[config.mk]
export PLATFORM = sky130hd
export DESIGN_NAME = pll_loop_config_registers
export DESIGN_NICKNAME = d
export VERILOG_FILES = /design/src/pll_cfg_pkg.sv /design/src/pll_loop_config_registers.sv /design/src/pll_cfg_word.sv
export SDC_FILE = /design/constraint.sdc
export NUM_CORES = 1
export LEC_CHECK = 0
export ABC_CLOCK_PERIOD_IN_PS = 6900
export BUFFER_PORTS_ARGS = -buffer_cell sky130_fd_sc_hd__buf_2
export CORE_MARGIN = 10
export CORE_UTILIZATION = 57
export CTS_CLUSTER_DIAMETER = 80
export DETAILED_ROUTE_END_ITERATION = 10
export GPL_TIMING_DRIVEN = 0
export PLACE_DENSITY_LB_ADDON = 0.15
export REMOVE_ABC_BUFFERS = 1
export SLEW_MARGIN = 20
export SYNTH_ARGS = -nofsm -noshare
export SYNTH_HDL_FRONTEND = slang
export SYNTH_SLANG_ARGS = --single-unit
export TNS_END_PERCENT = 30
[constraint.sdc]
create_clock -name I_CLK -period 6.9 [get_ports I_CLK]
set_input_delay 0.345 -clock I_CLK [delete_from_list [all_inputs] [get_ports I_CLK]]
set_output_delay 0.345 -clock I_CLK [all_outputs]
set_load 0.05 [all_outputs]
[src/pll_cfg_pkg.sv]
// Purpose: Constants and types for the loop configuration register pair
// Assumes: 16-bit register words, word addresses
// Notes: Currents, zero resistor and pole capacitor are decoded in tenths of units; zero capacitor in whole pF
package pll_cfg_pkg;

  // ----------------------------------------------------------------
  // Register map
  // ----------------------------------------------------------------
  localparam logic [7:0] PUMP_ADDR = 8'h1E;
  localparam logic [7:0] FILTER_ADDR = 8'h1F;
  localparam logic [15:0] PUMP_RESET = 16'h5140;
  localparam logic [15:0] FILTER_RESET = 16'h1E72;

  // ----------------------------------------------------------------
  // Field codes and limits
  // ----------------------------------------------------------------
  localparam logic [5:0] PUMP_LOW_LAST = 6'h1F;
  localparam logic [5:0] PUMP_HIGH_FIRST = 6'h37;
  localparam logic [5:0] PUMP_HIGH_BASE = 6'h20;
  localparam logic [1:0] PRESCALE_BASE = 2'h0;
  localparam logic [1:0] PRESCALE_LAST = 2'h2;
  localparam logic [2:0] PRESCALE_MIN_RATIO = 3'h4;
  localparam logic [4:0] ZCAP_LAST = 5'h14;
  localparam logic [9:0] ZCAP_STEP_PF = 10'h01E;
  localparam logic [3:0] RES_LAST = 4'hC;
  localparam logic [4:0] PCAP_LAST = 5'h14;
  localparam logic [7:0] TENTHS_PER_UNIT = 8'h0A;
  localparam logic [7:0] HALF_UNIT_TENTHS = 8'h05;

  // ----------------------------------------------------------------
  // Word layouts
  // ----------------------------------------------------------------
  typedef struct packed {
    logic [5:0] pump_source_current_code;
    logic [5:0] pump_sink_current_code;
    logic [1:0] prescale_b_code;
    logic [1:0] prescale_a_code;
  } pump_word_t;

  typedef struct packed {
    logic [1:0] reserved;
    logic [4:0] filter_zero_capacitor_code;
    logic [3:0] filter_zero_resistor_code;
    logic [4:0] filter_pole_capacitor_code;
  } filter_word_t;

  // Decoded analog view of both words
  typedef struct packed {
    logic [5:0] source_current_tenths_ma;
    logic source_current_valid;
    logic [5:0] sink_current_tenths_ma;
    logic sink_current_valid;
    logic [2:0] prescale_a_ratio;
    logic prescale_a_valid;
    logic [2:0] prescale_b_ratio;
    logic prescale_b_valid;
    logic [9:0] zero_cap_pf;
    logic zero_cap_valid;
    logic [7:0] zero_res_tenths_kohm;
    logic zero_res_open;
    logic zero_res_valid;
    logic [7:0] pole_cap_tenths_pf;
    logic pole_cap_valid;
  } analog_setting_t;

endpackage

[src/pll_loop_config_registers.sv]
// Purpose: Loop configuration words and their analog decode
// Assumes: Serial interface logic delivers address, write strobe and data
// Notes: Codes outside the listed sets flag as not valid
`timescale 1ns/1ps
`default_nettype none

// What this block does
// - Source current code bits 15-10, reset 14h
// - Sink current code bits 9-4, same mapping
// - Prescaler B bits 3-2, divides 4 to 6
// - Prescaler A bits 1-0, divides 4 to 6
// - Zero capacitor bits 13-9, 30 pF steps
// - Zero resistor bits 8-5, zero means open
// - Pole capacitor bits 4-0, half-pF offset
// - Filter word at 1Fh, reset 1E72h
// - Pump word at 1Eh, reset 5140h
module pll_loop_config_registers (
  // Clock and reset
  input wire logic I_CLK,
  input wire logic I_SYS_RST,
  // Register access from serial interface
  input wire logic [7:0] I_REG_ADDR,
  input wire logic I_REG_WR,
  input wire logic [15:0] I_REG_WDATA,
  input wire logic I_REG_RD,
  output logic [15:0] O_REG_RDATA,
  output logic O_REG_HIT,
  // Raw field codes
  output pll_cfg_pkg::pump_word_t O_PUMP_WORD,
  output pll_cfg_pkg::filter_word_t O_FILTER_WORD,
  // Decoded settings
  output pll_cfg_pkg::analog_setting_t O_SETTING
);

  // ----------------------------------------------------------------
  // Storage
  // ----------------------------------------------------------------
  logic [15:0] pump_value;
  logic [15:0] filter_value;
  logic pump_sel;
  logic filter_sel;

  // Word address compare shared by both selects
  function automatic logic addr_match(input logic [7:0] addr,
                                      input logic [7:0] target);
    logic match;
    match = (addr == target);
    return match;
  endfunction

  assign pump_sel = addr_match(I_REG_ADDR, pll_cfg_pkg::PUMP_ADDR);
  assign filter_sel = addr_match(I_REG_ADDR, pll_cfg_pkg::FILTER_ADDR);

  pll_cfg_word #(
    .RESET_VALUE(pll_cfg_pkg::PUMP_RESET)
  ) u_pump_word (
    .i_clk(I_CLK),
    .i_rst(I_SYS_RST),
    .i_wr_en(I_REG_WR && pump_sel),
    .i_wr_data(I_REG_WDATA),
    .o_value(pump_value)
  );

  // Reserved bits 15-14 are stored and read back
  pll_cfg_word #(
    .RESET_VALUE(pll_cfg_pkg::FILTER_RESET)
  ) u_filter_word (
    .i_clk(I_CLK),
    .i_rst(I_SYS_RST),
    .i_wr_en(I_REG_WR && filter_sel),
    .i_wr_data(I_REG_WDATA),
    .o_value(filter_value)
  );

  // ----------------------------------------------------------------
  // Decode functions
  // ----------------------------------------------------------------
  // Tenths of mA; upper band 37h..3Fh continues at 3.2 mA
  function automatic logic [6:0] pump_decode(input logic [5:0] code);
    logic [6:0] result;
    result = 7'h00;
    if (code <= pll_cfg_pkg::PUMP_LOW_LAST)
    begin
      result = {1'b1, code};
    end
    else if (code >= pll_cfg_pkg::PUMP_HIGH_FIRST)
    begin
      result = {1'b1, 6'(code - pll_cfg_pkg::PUMP_HIGH_FIRST + pll_cfg_pkg::PUMP_HIGH_BASE)};
    end
    return result;
  endfunction

  // Ratio in bit 3..1, valid in bit 0
  function automatic logic [3:0] prescale_decode(input logic [1:0] code);
    logic [3:0] result;
    result = 4'h0;
    if (code <= pll_cfg_pkg::PRESCALE_LAST)
    begin
      result = {3'(pll_cfg_pkg::PRESCALE_MIN_RATIO + {1'b0, code - pll_cfg_pkg::PRESCALE_BASE}),
                1'b1};
    end
    return result;
  endfunction

  // Half-unit offset steps used by resistor and pole capacitor
  function automatic logic [7:0] half_step(input logic [4:0] code);
    logic [7:0] result;
    result = 8'h00;
    if (code != 5'h00)
    begin
      result = 8'(code * pll_cfg_pkg::TENTHS_PER_UNIT - pll_cfg_pkg::HALF_UNIT_TENTHS);
    end
    return result;
  endfunction

  // ----------------------------------------------------------------
  // Elaboration checks
  // ----------------------------------------------------------------
  if (pll_cfg_pkg::PUMP_ADDR == pll_cfg_pkg::FILTER_ADDR)
  begin : g_addr_clash
    $error("Pump and filter words need distinct addresses");
  end
  if (pll_cfg_pkg::PUMP_HIGH_FIRST <= pll_cfg_pkg::PUMP_LOW_LAST)
  begin : g_band_order
    $error("Upper current band must start above the lower band");
  end
  if (pll_cfg_pkg::PUMP_HIGH_BASE != pll_cfg_pkg::PUMP_LOW_LAST + 6'h01)
  begin : g_band_join
    $error("Upper current band must continue the lower band");
  end
  if (pll_cfg_pkg::HALF_UNIT_TENTHS >= pll_cfg_pkg::TENTHS_PER_UNIT)
  begin : g_half_step
    $error("Half step must be below one unit");
  end

  // ----------------------------------------------------------------
  // Field decode and read path
  // ----------------------------------------------------------------
  typedef struct packed {
    logic [15:0] rdata;
    logic hit;
    pll_cfg_pkg::analog_setting_t setting;
  } top_state_t;

  top_state_t state_reg;
  top_state_t state_next;
  pll_cfg_pkg::pump_word_t pump_w;
  pll_cfg_pkg::filter_word_t filter_w;

  assign pump_w = pump_value;
  assign filter_w = filter_value;

  always_comb
  begin
    logic [6:0] src;
    logic [6:0] snk;
    logic [3:0] psa;
    logic [3:0] psb;
    src = pump_decode(pump_w.pump_source_current_code);
    snk = pump_decode(pump_w.pump_sink_current_code);
    psb = prescale_decode(pump_w.prescale_b_code);
    psa = prescale_decode(pump_w.prescale_a_code);
    state_next = state_reg;
    state_next.setting.source_current_tenths_ma = src[5:0];
    state_next.setting.source_current_valid = src[6];
    state_next.setting.sink_current_tenths_ma = snk[5:0];
    state_next.setting.sink_current_valid = snk[6];
    state_next.setting.prescale_b_ratio = psb[3:1];
    state_next.setting.prescale_b_valid = psb[0];
    state_next.setting.prescale_a_ratio = psa[3:1];
    state_next.setting.prescale_a_valid = psa[0];
    state_next.setting.zero_cap_pf =
      10'(filter_w.filter_zero_capacitor_code * pll_cfg_pkg::ZCAP_STEP_PF);
    state_next.setting.zero_cap_valid =
      (filter_w.filter_zero_capacitor_code <= pll_cfg_pkg::ZCAP_LAST);
    state_next.setting.zero_res_tenths_kohm =
      half_step({1'b0, filter_w.filter_zero_resistor_code});
    state_next.setting.zero_res_open = (filter_w.filter_zero_resistor_code == 4'h0);
    state_next.setting.zero_res_valid =
      (filter_w.filter_zero_resistor_code <= pll_cfg_pkg::RES_LAST);
    state_next.setting.pole_cap_tenths_pf =
      half_step(filter_w.filter_pole_capacitor_code);
    state_next.setting.pole_cap_valid =
      (filter_w.filter_pole_capacitor_code <= pll_cfg_pkg::PCAP_LAST);
    state_next.hit = 1'b0;
    if (I_REG_RD)
    begin
      state_next.hit = pump_sel || filter_sel;
      if (pump_sel)
      begin
        state_next.rdata = pump_value;
      end
      else if (filter_sel)
      begin
        state_next.rdata = filter_value;
      end
      else
      begin
        state_next.rdata = 16'h0000;
      end
    end
  end

  always_ff @(posedge I_CLK or posedge I_SYS_RST)
  begin
    if (I_SYS_RST)
    begin
      state_reg <= '0;
    end
    else
    begin
      state_reg <= state_next;
    end
  end

  assign O_REG_RDATA = state_reg.rdata;
  assign O_REG_HIT = state_reg.hit;
  assign O_PUMP_WORD = pump_w;
  assign O_FILTER_WORD = filter_w;
  assign O_SETTING = state_reg.setting;

endmodule // pll_loop_config_registers
`default_nettype wire

[src/pll_cfg_word.sv]
// Purpose: One 16-bit read-write configuration word with reset value
// Assumes: Single clock, asynchronous active-high reset
// Notes: Read data is registered
`timescale 1ns/1ps
`default_nettype none
module pll_cfg_word #(
  parameter logic [15:0] RESET_VALUE = 16'h0000
) (
  // Clock and reset
  input wire logic i_clk,
  input wire logic i_rst,
  // Write side
  input wire logic i_wr_en,
  input wire logic [15:0] i_wr_data,
  // Stored value
  output logic [15:0] o_value
);

  typedef struct packed {
    logic [15:0] value;
  } word_state_t;

  word_state_t state_reg;
  word_state_t state_next;

  always_comb
  begin
    state_next = state_reg;
    if (i_wr_en)
    begin
      state_next.value = i_wr_data;
    end
  end

  always_ff @(posedge i_clk or posedge i_rst)
  begin
    if (i_rst)
    begin
      state_reg.value <= RESET_VALUE;
    end
    else
    begin
      state_reg <= state_next;
    end
  end

  assign o_value = state_reg.value;

endmodule // pll_cfg_word
`default_nettype wire

After elaboration in Yosys (flattened, before gate mapping) --
Index checks and enable logic that the tools add are counted.
Storage, ports and cells: register bits 100, logic and storage cells 58
Operators by class: add/subtract/negate cells 8, $mul 3, magnitude comparators 9, eq/ne operators 2, mux-type cells 11, reduce and logical (&&, ||, !) cells 6
Operators by type and width (number):
- $mux W16 | 2
- $mux W7 | 4
- $eq A8 B5 Y1 const B | 2
- $mux W8 | 2
- $sub A8 B3 Y8 const B | 2
- $add A6 B6 Y6 const B | 2
- $ge A6 B6 Y1 const B | 2
- $le A6 B5 Y1 const B | 2
- $sub A6 B6 Y6 const B | 2
- $le A5 B5 Y1 const B | 2
- $mul A5 B4 Y9 const B | 1
- $mux W4 | 2
- $mul A4 B3 Y7 const B | 1
- $mul A5 B3 Y7 const B | 1
- $add A3 B2 Y3 const A | 2
- $reduce_bool A5 Y1 | 1
- $le A2 B2 Y1 const B | 2
- $le A4 B4 Y1 const B | 1
- $logic_not A4 Y1 | 1
- $reduce_bool A4 Y1 | 1
- $logic_and A1 B1 Y1 | 2
- $logic_or A1 B1 Y1 | 1
- $mux W1 | 1

Logic depth before layout (Yosys ltp) --
depth after elaboration 4, gate-level depth with buffers 9, gate-level depth less buffers 9

By module --
A second synthesis with hierarchy kept.
Second synthesis, totals: cells, all modules 389, area, all modules 4788.3 µm²
Modules (own cells, without submodules):
- pll_loop_config_registers | instances 1, cells an instance 319, area each 3467.1 µm², seq. area each 1651.6 µm²
- pll_cfg_word at u_filter_word | instances 1, cells an instance 35, area each 663.1 µm², seq. area each 410.4 µm²
- pll_cfg_word at u_pump_word | instances 1, cells an instance 35, area each 658.1 µm², seq. area each 405.4 µm²

Worst setup path after synthesis --
OpenSTA, ideal clock, no wires.
kind register -> register, start point register u_filter_word.state_reg (netlist bit u_filter_word.o_value[11]), end point register state_reg (netlist bit O_SETTING[29]), setup time 69 ps, arrival time 3202 ps, setup slack 3629 ps, stages on the path, launching flop included 10, period minus slack after synthesis 3271 ps, cell sequence dfstp_2 -> inv_1 -> fa_1 -> fa_1 -> inv_1 -> ha_1 -> nor2b_1 -> o31a_1 -> or4b_1 -> nand3_1
RTL lines:
- from (decl) | line pll_cfg_word.sv:23 | word_state_t state_reg;
- from (signal assigned) | line pll_cfg_word.sv:43 | state_reg <= state_next;
- to (signal assigned) | line pll_loop_config_registers.sv:212 | state_reg <= state_next;
- to (decl) | line pll_loop_config_registers.sv:145 | top_state_t state_reg;

==> qor.yml <==
outcome:
  status: "finished clean"
timing:
  fmax_ghz: 0.307
  fin_crit_sh: 0.473
  final-hold-violation-count: 0
  setup_viol: 0
  tns_ns: 0
  fin_skew_ns: 0.0152
  relSlewSlack: 0.304
  period_needed_ns: 3.26
  worst_pin_slew_ns: 1.03
  rsz0062_at_grt: "false"
  drv_slew: 0
worst_hold_path:
  hold_path.class: "in2reg"
clock_network:
  htree_levels: 3
  clk_path_buf_depth: 2
  numClockSinks: 98
  cts_buffers: 9
  clk_latency_ns: 0.35
  clkSlewWorstSetupHoldPaths_ns: 0.10
  cts_tree: "yes"
  ctsRootBufferMaster: "clkbuf_8"
drt:
  drc: 0
  first_iter_violations: 86
  wl_per_cell_um: 17.0
  antenna_left: 0
  wl_mm: 10.7
  vias_per_cell: 5.28
  via_count: 3318
  dr.pass1.iters: 4
logic_synthesis:
  ys_ff_latch: 98
  syn-cell-area_um2: 4820
  syn_inst: 397
  async_flop_share: 1.00
  synthDistinctLibCells: 44
  synth_edf_count: 0
  syn_avg_cell_area_um2: 12.1
  synth_seq_area_share: 0.512
  synth_ff_type: "dfrtp_1"
  ys_warn_count: 0
job:
  cap_violations: 0
layout:
  regArea_um2: 2470
  antenna_cells: 0
  final_nets: 586
  multiInputGateArea_um2: 2070
  fillers: 641
  syn_to_final_growth_pct: 18.2
  drive_above_1_share: 0.380
grt:
  grt_pass1_wl_mm: 18.2
  antenna_found_initial: 0
  grt_max_degree: 69
  grt_pass1_vias: 3546
  grt_use_total: 0.174
  grt_overflow_total: 0
floorplan:
  start_util: 0.586
  core_area_um2: 8220
  die_y_um: 112
  dieArea_um2: 12500
  placementRows: 33
  ios: 129
  die_w_um: 112
placement:
  port_buffers: 127
  hpwlAfterDp_mm: 7.84
  gp_congestion: 0.787
critical_path:
  crit_path_start_kind: "register"
  end_kind: "register"
  worst-setup-path-type: "reg2reg"
  crit_fanout: 7
  critPathArrivalTime_ns: 3.54
  critPathRequiredTime_ns: 7.18
power_and_ir_drop:
  max-vdd-ir-drop_v: 0.000119
  total_power_uw: 1300
  powerDensity_nw_per_um2: 228
  p_leak_uw: 0.00309
==> cells by family (layout without fill, tap and decap cells) <==
logic type,Yosys count,in the layout,synth area share
DFF,98,98,0.512
AOI/OAI and AO/OA,59,59,0.0834
and+or+nand+nor,86,86,0.0867
muxes,44,44,0.118
buffers and inverters,57,184,0.0574
xor gates and xnor gates,13,13,0.0267
adders and majority gates,39,39,0.115
other,1,1,0.000778
==> cells in the mapped netlist (2+ instances only) <==
cell,instances,share of area
dfrtp_1,86,0.45
inv_1,38,0.030
nand2_1,38,0.030
ha_1,30,0.078
mux2_2,21,0.049
mux2_4,20,0.062
nor2_1,16,0.012
o2bb2ai_1,16,0.029
o21ai_0,15,0.016
dfstp_2,12,0.065
a21oi_1,10,0.010
clkbuf_1,10,0.0078
fa_1,9,0.037
nand3_1,9,0.0093
nor2b_1,9,0.012
xnor2_1,7,0.013
xor2_1,5,0.0091
buf_4,4,0.0062
nand3b_1,4,0.0062
mux2i_1,3,0.0062
o22ai_1,3,0.0039
a2111oi_0,2,0.0036
a211oi_1,2,0.0031
a21o_1,2,0.0031
a31oi_1,2,0.0026
buf_12,2,0.0083
buf_6,2,0.0047
o21a_1,2,0.0031
o31a_1,2,0.0036
or3_1,2,0.0026
==> routing by layer <==
| layer | vias to the layer above | track usage | routed length (µm) |
|---|---|---|---|
| li1 | 1580 | - | - |
| met1 | 1625 | 0.218 | 4600 |
| met2 | 105 | 0.283 | 5200 |
| met3 | 8 | 0.0526 | 779 |
| met4 | 0 | 0.0533 | 107 |
| met5 | - | 0 | 0 |
==> through the flow <==
stage	hold WS [ns]	cells	cell area, µm²	utilization	setup slack (ns)
floorplan	0.473	379	4690	-	3.63
global placement	0.462	611	5460	0.664	3.01
detailed placement	0.338	612	5490	0.668	3.62
CTS	0.224	629	5690	0.693	3.61
global route	0.229	629	5690	0.693	3.49
finish	0.238	629	5690	0.693	3.64
==> critical path, cell delays in order, from the launching register on <==
cell     delay, ns
dfstp_2       0.66
inv_1         0.16
fa_1          0.49
fa_1          0.51
inv_1         0.04
ha_1          0.33
nor2b_1       0.17
o31a_1        0.27
or4b_1        0.47
nand3_1       0.10
==> final timing paths <==
path / slack (ns) / from / endpoint / depth (start not counted)
max in group asynchronous: 5.72 / I_SYS_RST / u_filter_word.o_value[11] / 4
min: 0.24 / I_REG_WDATA[15] / u_pump_word.o_value[15] / 2
max reg2reg: 3.64 / u_filter_word.o_value[12] / O_SETTING[29] / 9
max: 3.64 / u_filter_word.o_value[12] / O_SETTING[29] / 9
min in group asynchronous: 0.52 / I_SYS_RST / O_SETTING[10] / 3
min reg2reg: 0.48 / u_filter_word.o_value[9] / O_SETTING[21] / 0
==> registers in the layout, indices dropped and copies added, names as in the netlist <==
register	cells
O_SETTING	49
O_REG_HIT	1
u_filter_word.o_value	16
O_REG_RDATA	16
u_pump_word.o_value	16
==> what timing repair did <==
item / CTS / global route
endpoints found under the setup margin: 0 / 0
hold buffers: 1 / 0
gates resized for setup: 0 / 0
setup buffers: 0 / 0
hold endpoints to repair: 27 / 0
==> cells in the final DEF (no fill, tap or decap), types with 2 or more instances in the layout <==
master / netlist / layout
xnor2_1: 7 / 7
o31a_1: 2 / 2
dfstp_2: 12 / 12
inv_6: 0 / 2
a2111oi_0: 2 / 2
fa_1: 9 / 9
mux2_4: 20 / 20
o22ai_1: 3 / 3
ha_1: 30 / 30
xor2_1: 5 / 5
or3_1: 2 / 2
nand2_1: 38 / 38
buf_2: 0 / 127
dfrtp_1: 86 / 86
inv_1: 38 / 37
clkbuf_8: 0 / 10
nand3b_1: 4 / 4
mux2_2: 21 / 21
a21oi_1: 10 / 10
nor2b_1: 9 / 9
a21o_1: 2 / 2
o21a_1: 2 / 2
o2bb2ai_1: 16 / 16
clkinv_2: 0 / 3
a31oi_1: 2 / 2
o21ai_0: 15 / 15
nor2_1: 16 / 16
nand3_1: 9 / 9
a211oi_1: 2 / 2
mux2i_1: 3 / 3
==> area by class of cell <==
cell class | instances | share of cell area
sequential | 98 | 0.433
multi-input combinational | 242 | 0.364
inverter | 39 | 0.0266
tap | 105 | 0.0231
clock buffer | 11 | 0.0248
timing repair buffer | 129 | 0.118
clock inverter | 5 | 0.00945
==> power breakdown <==
group / leakage [µW] / internal, µW / switching [µW]
logic: 0.00172 / 81.5 / 214
registers: 0.00127 / 613 / 25.3
clock network: 0.000103 / 178 / 188
total: 0.00309 / 872 / 428
Power figures use the tool's default switching activity.
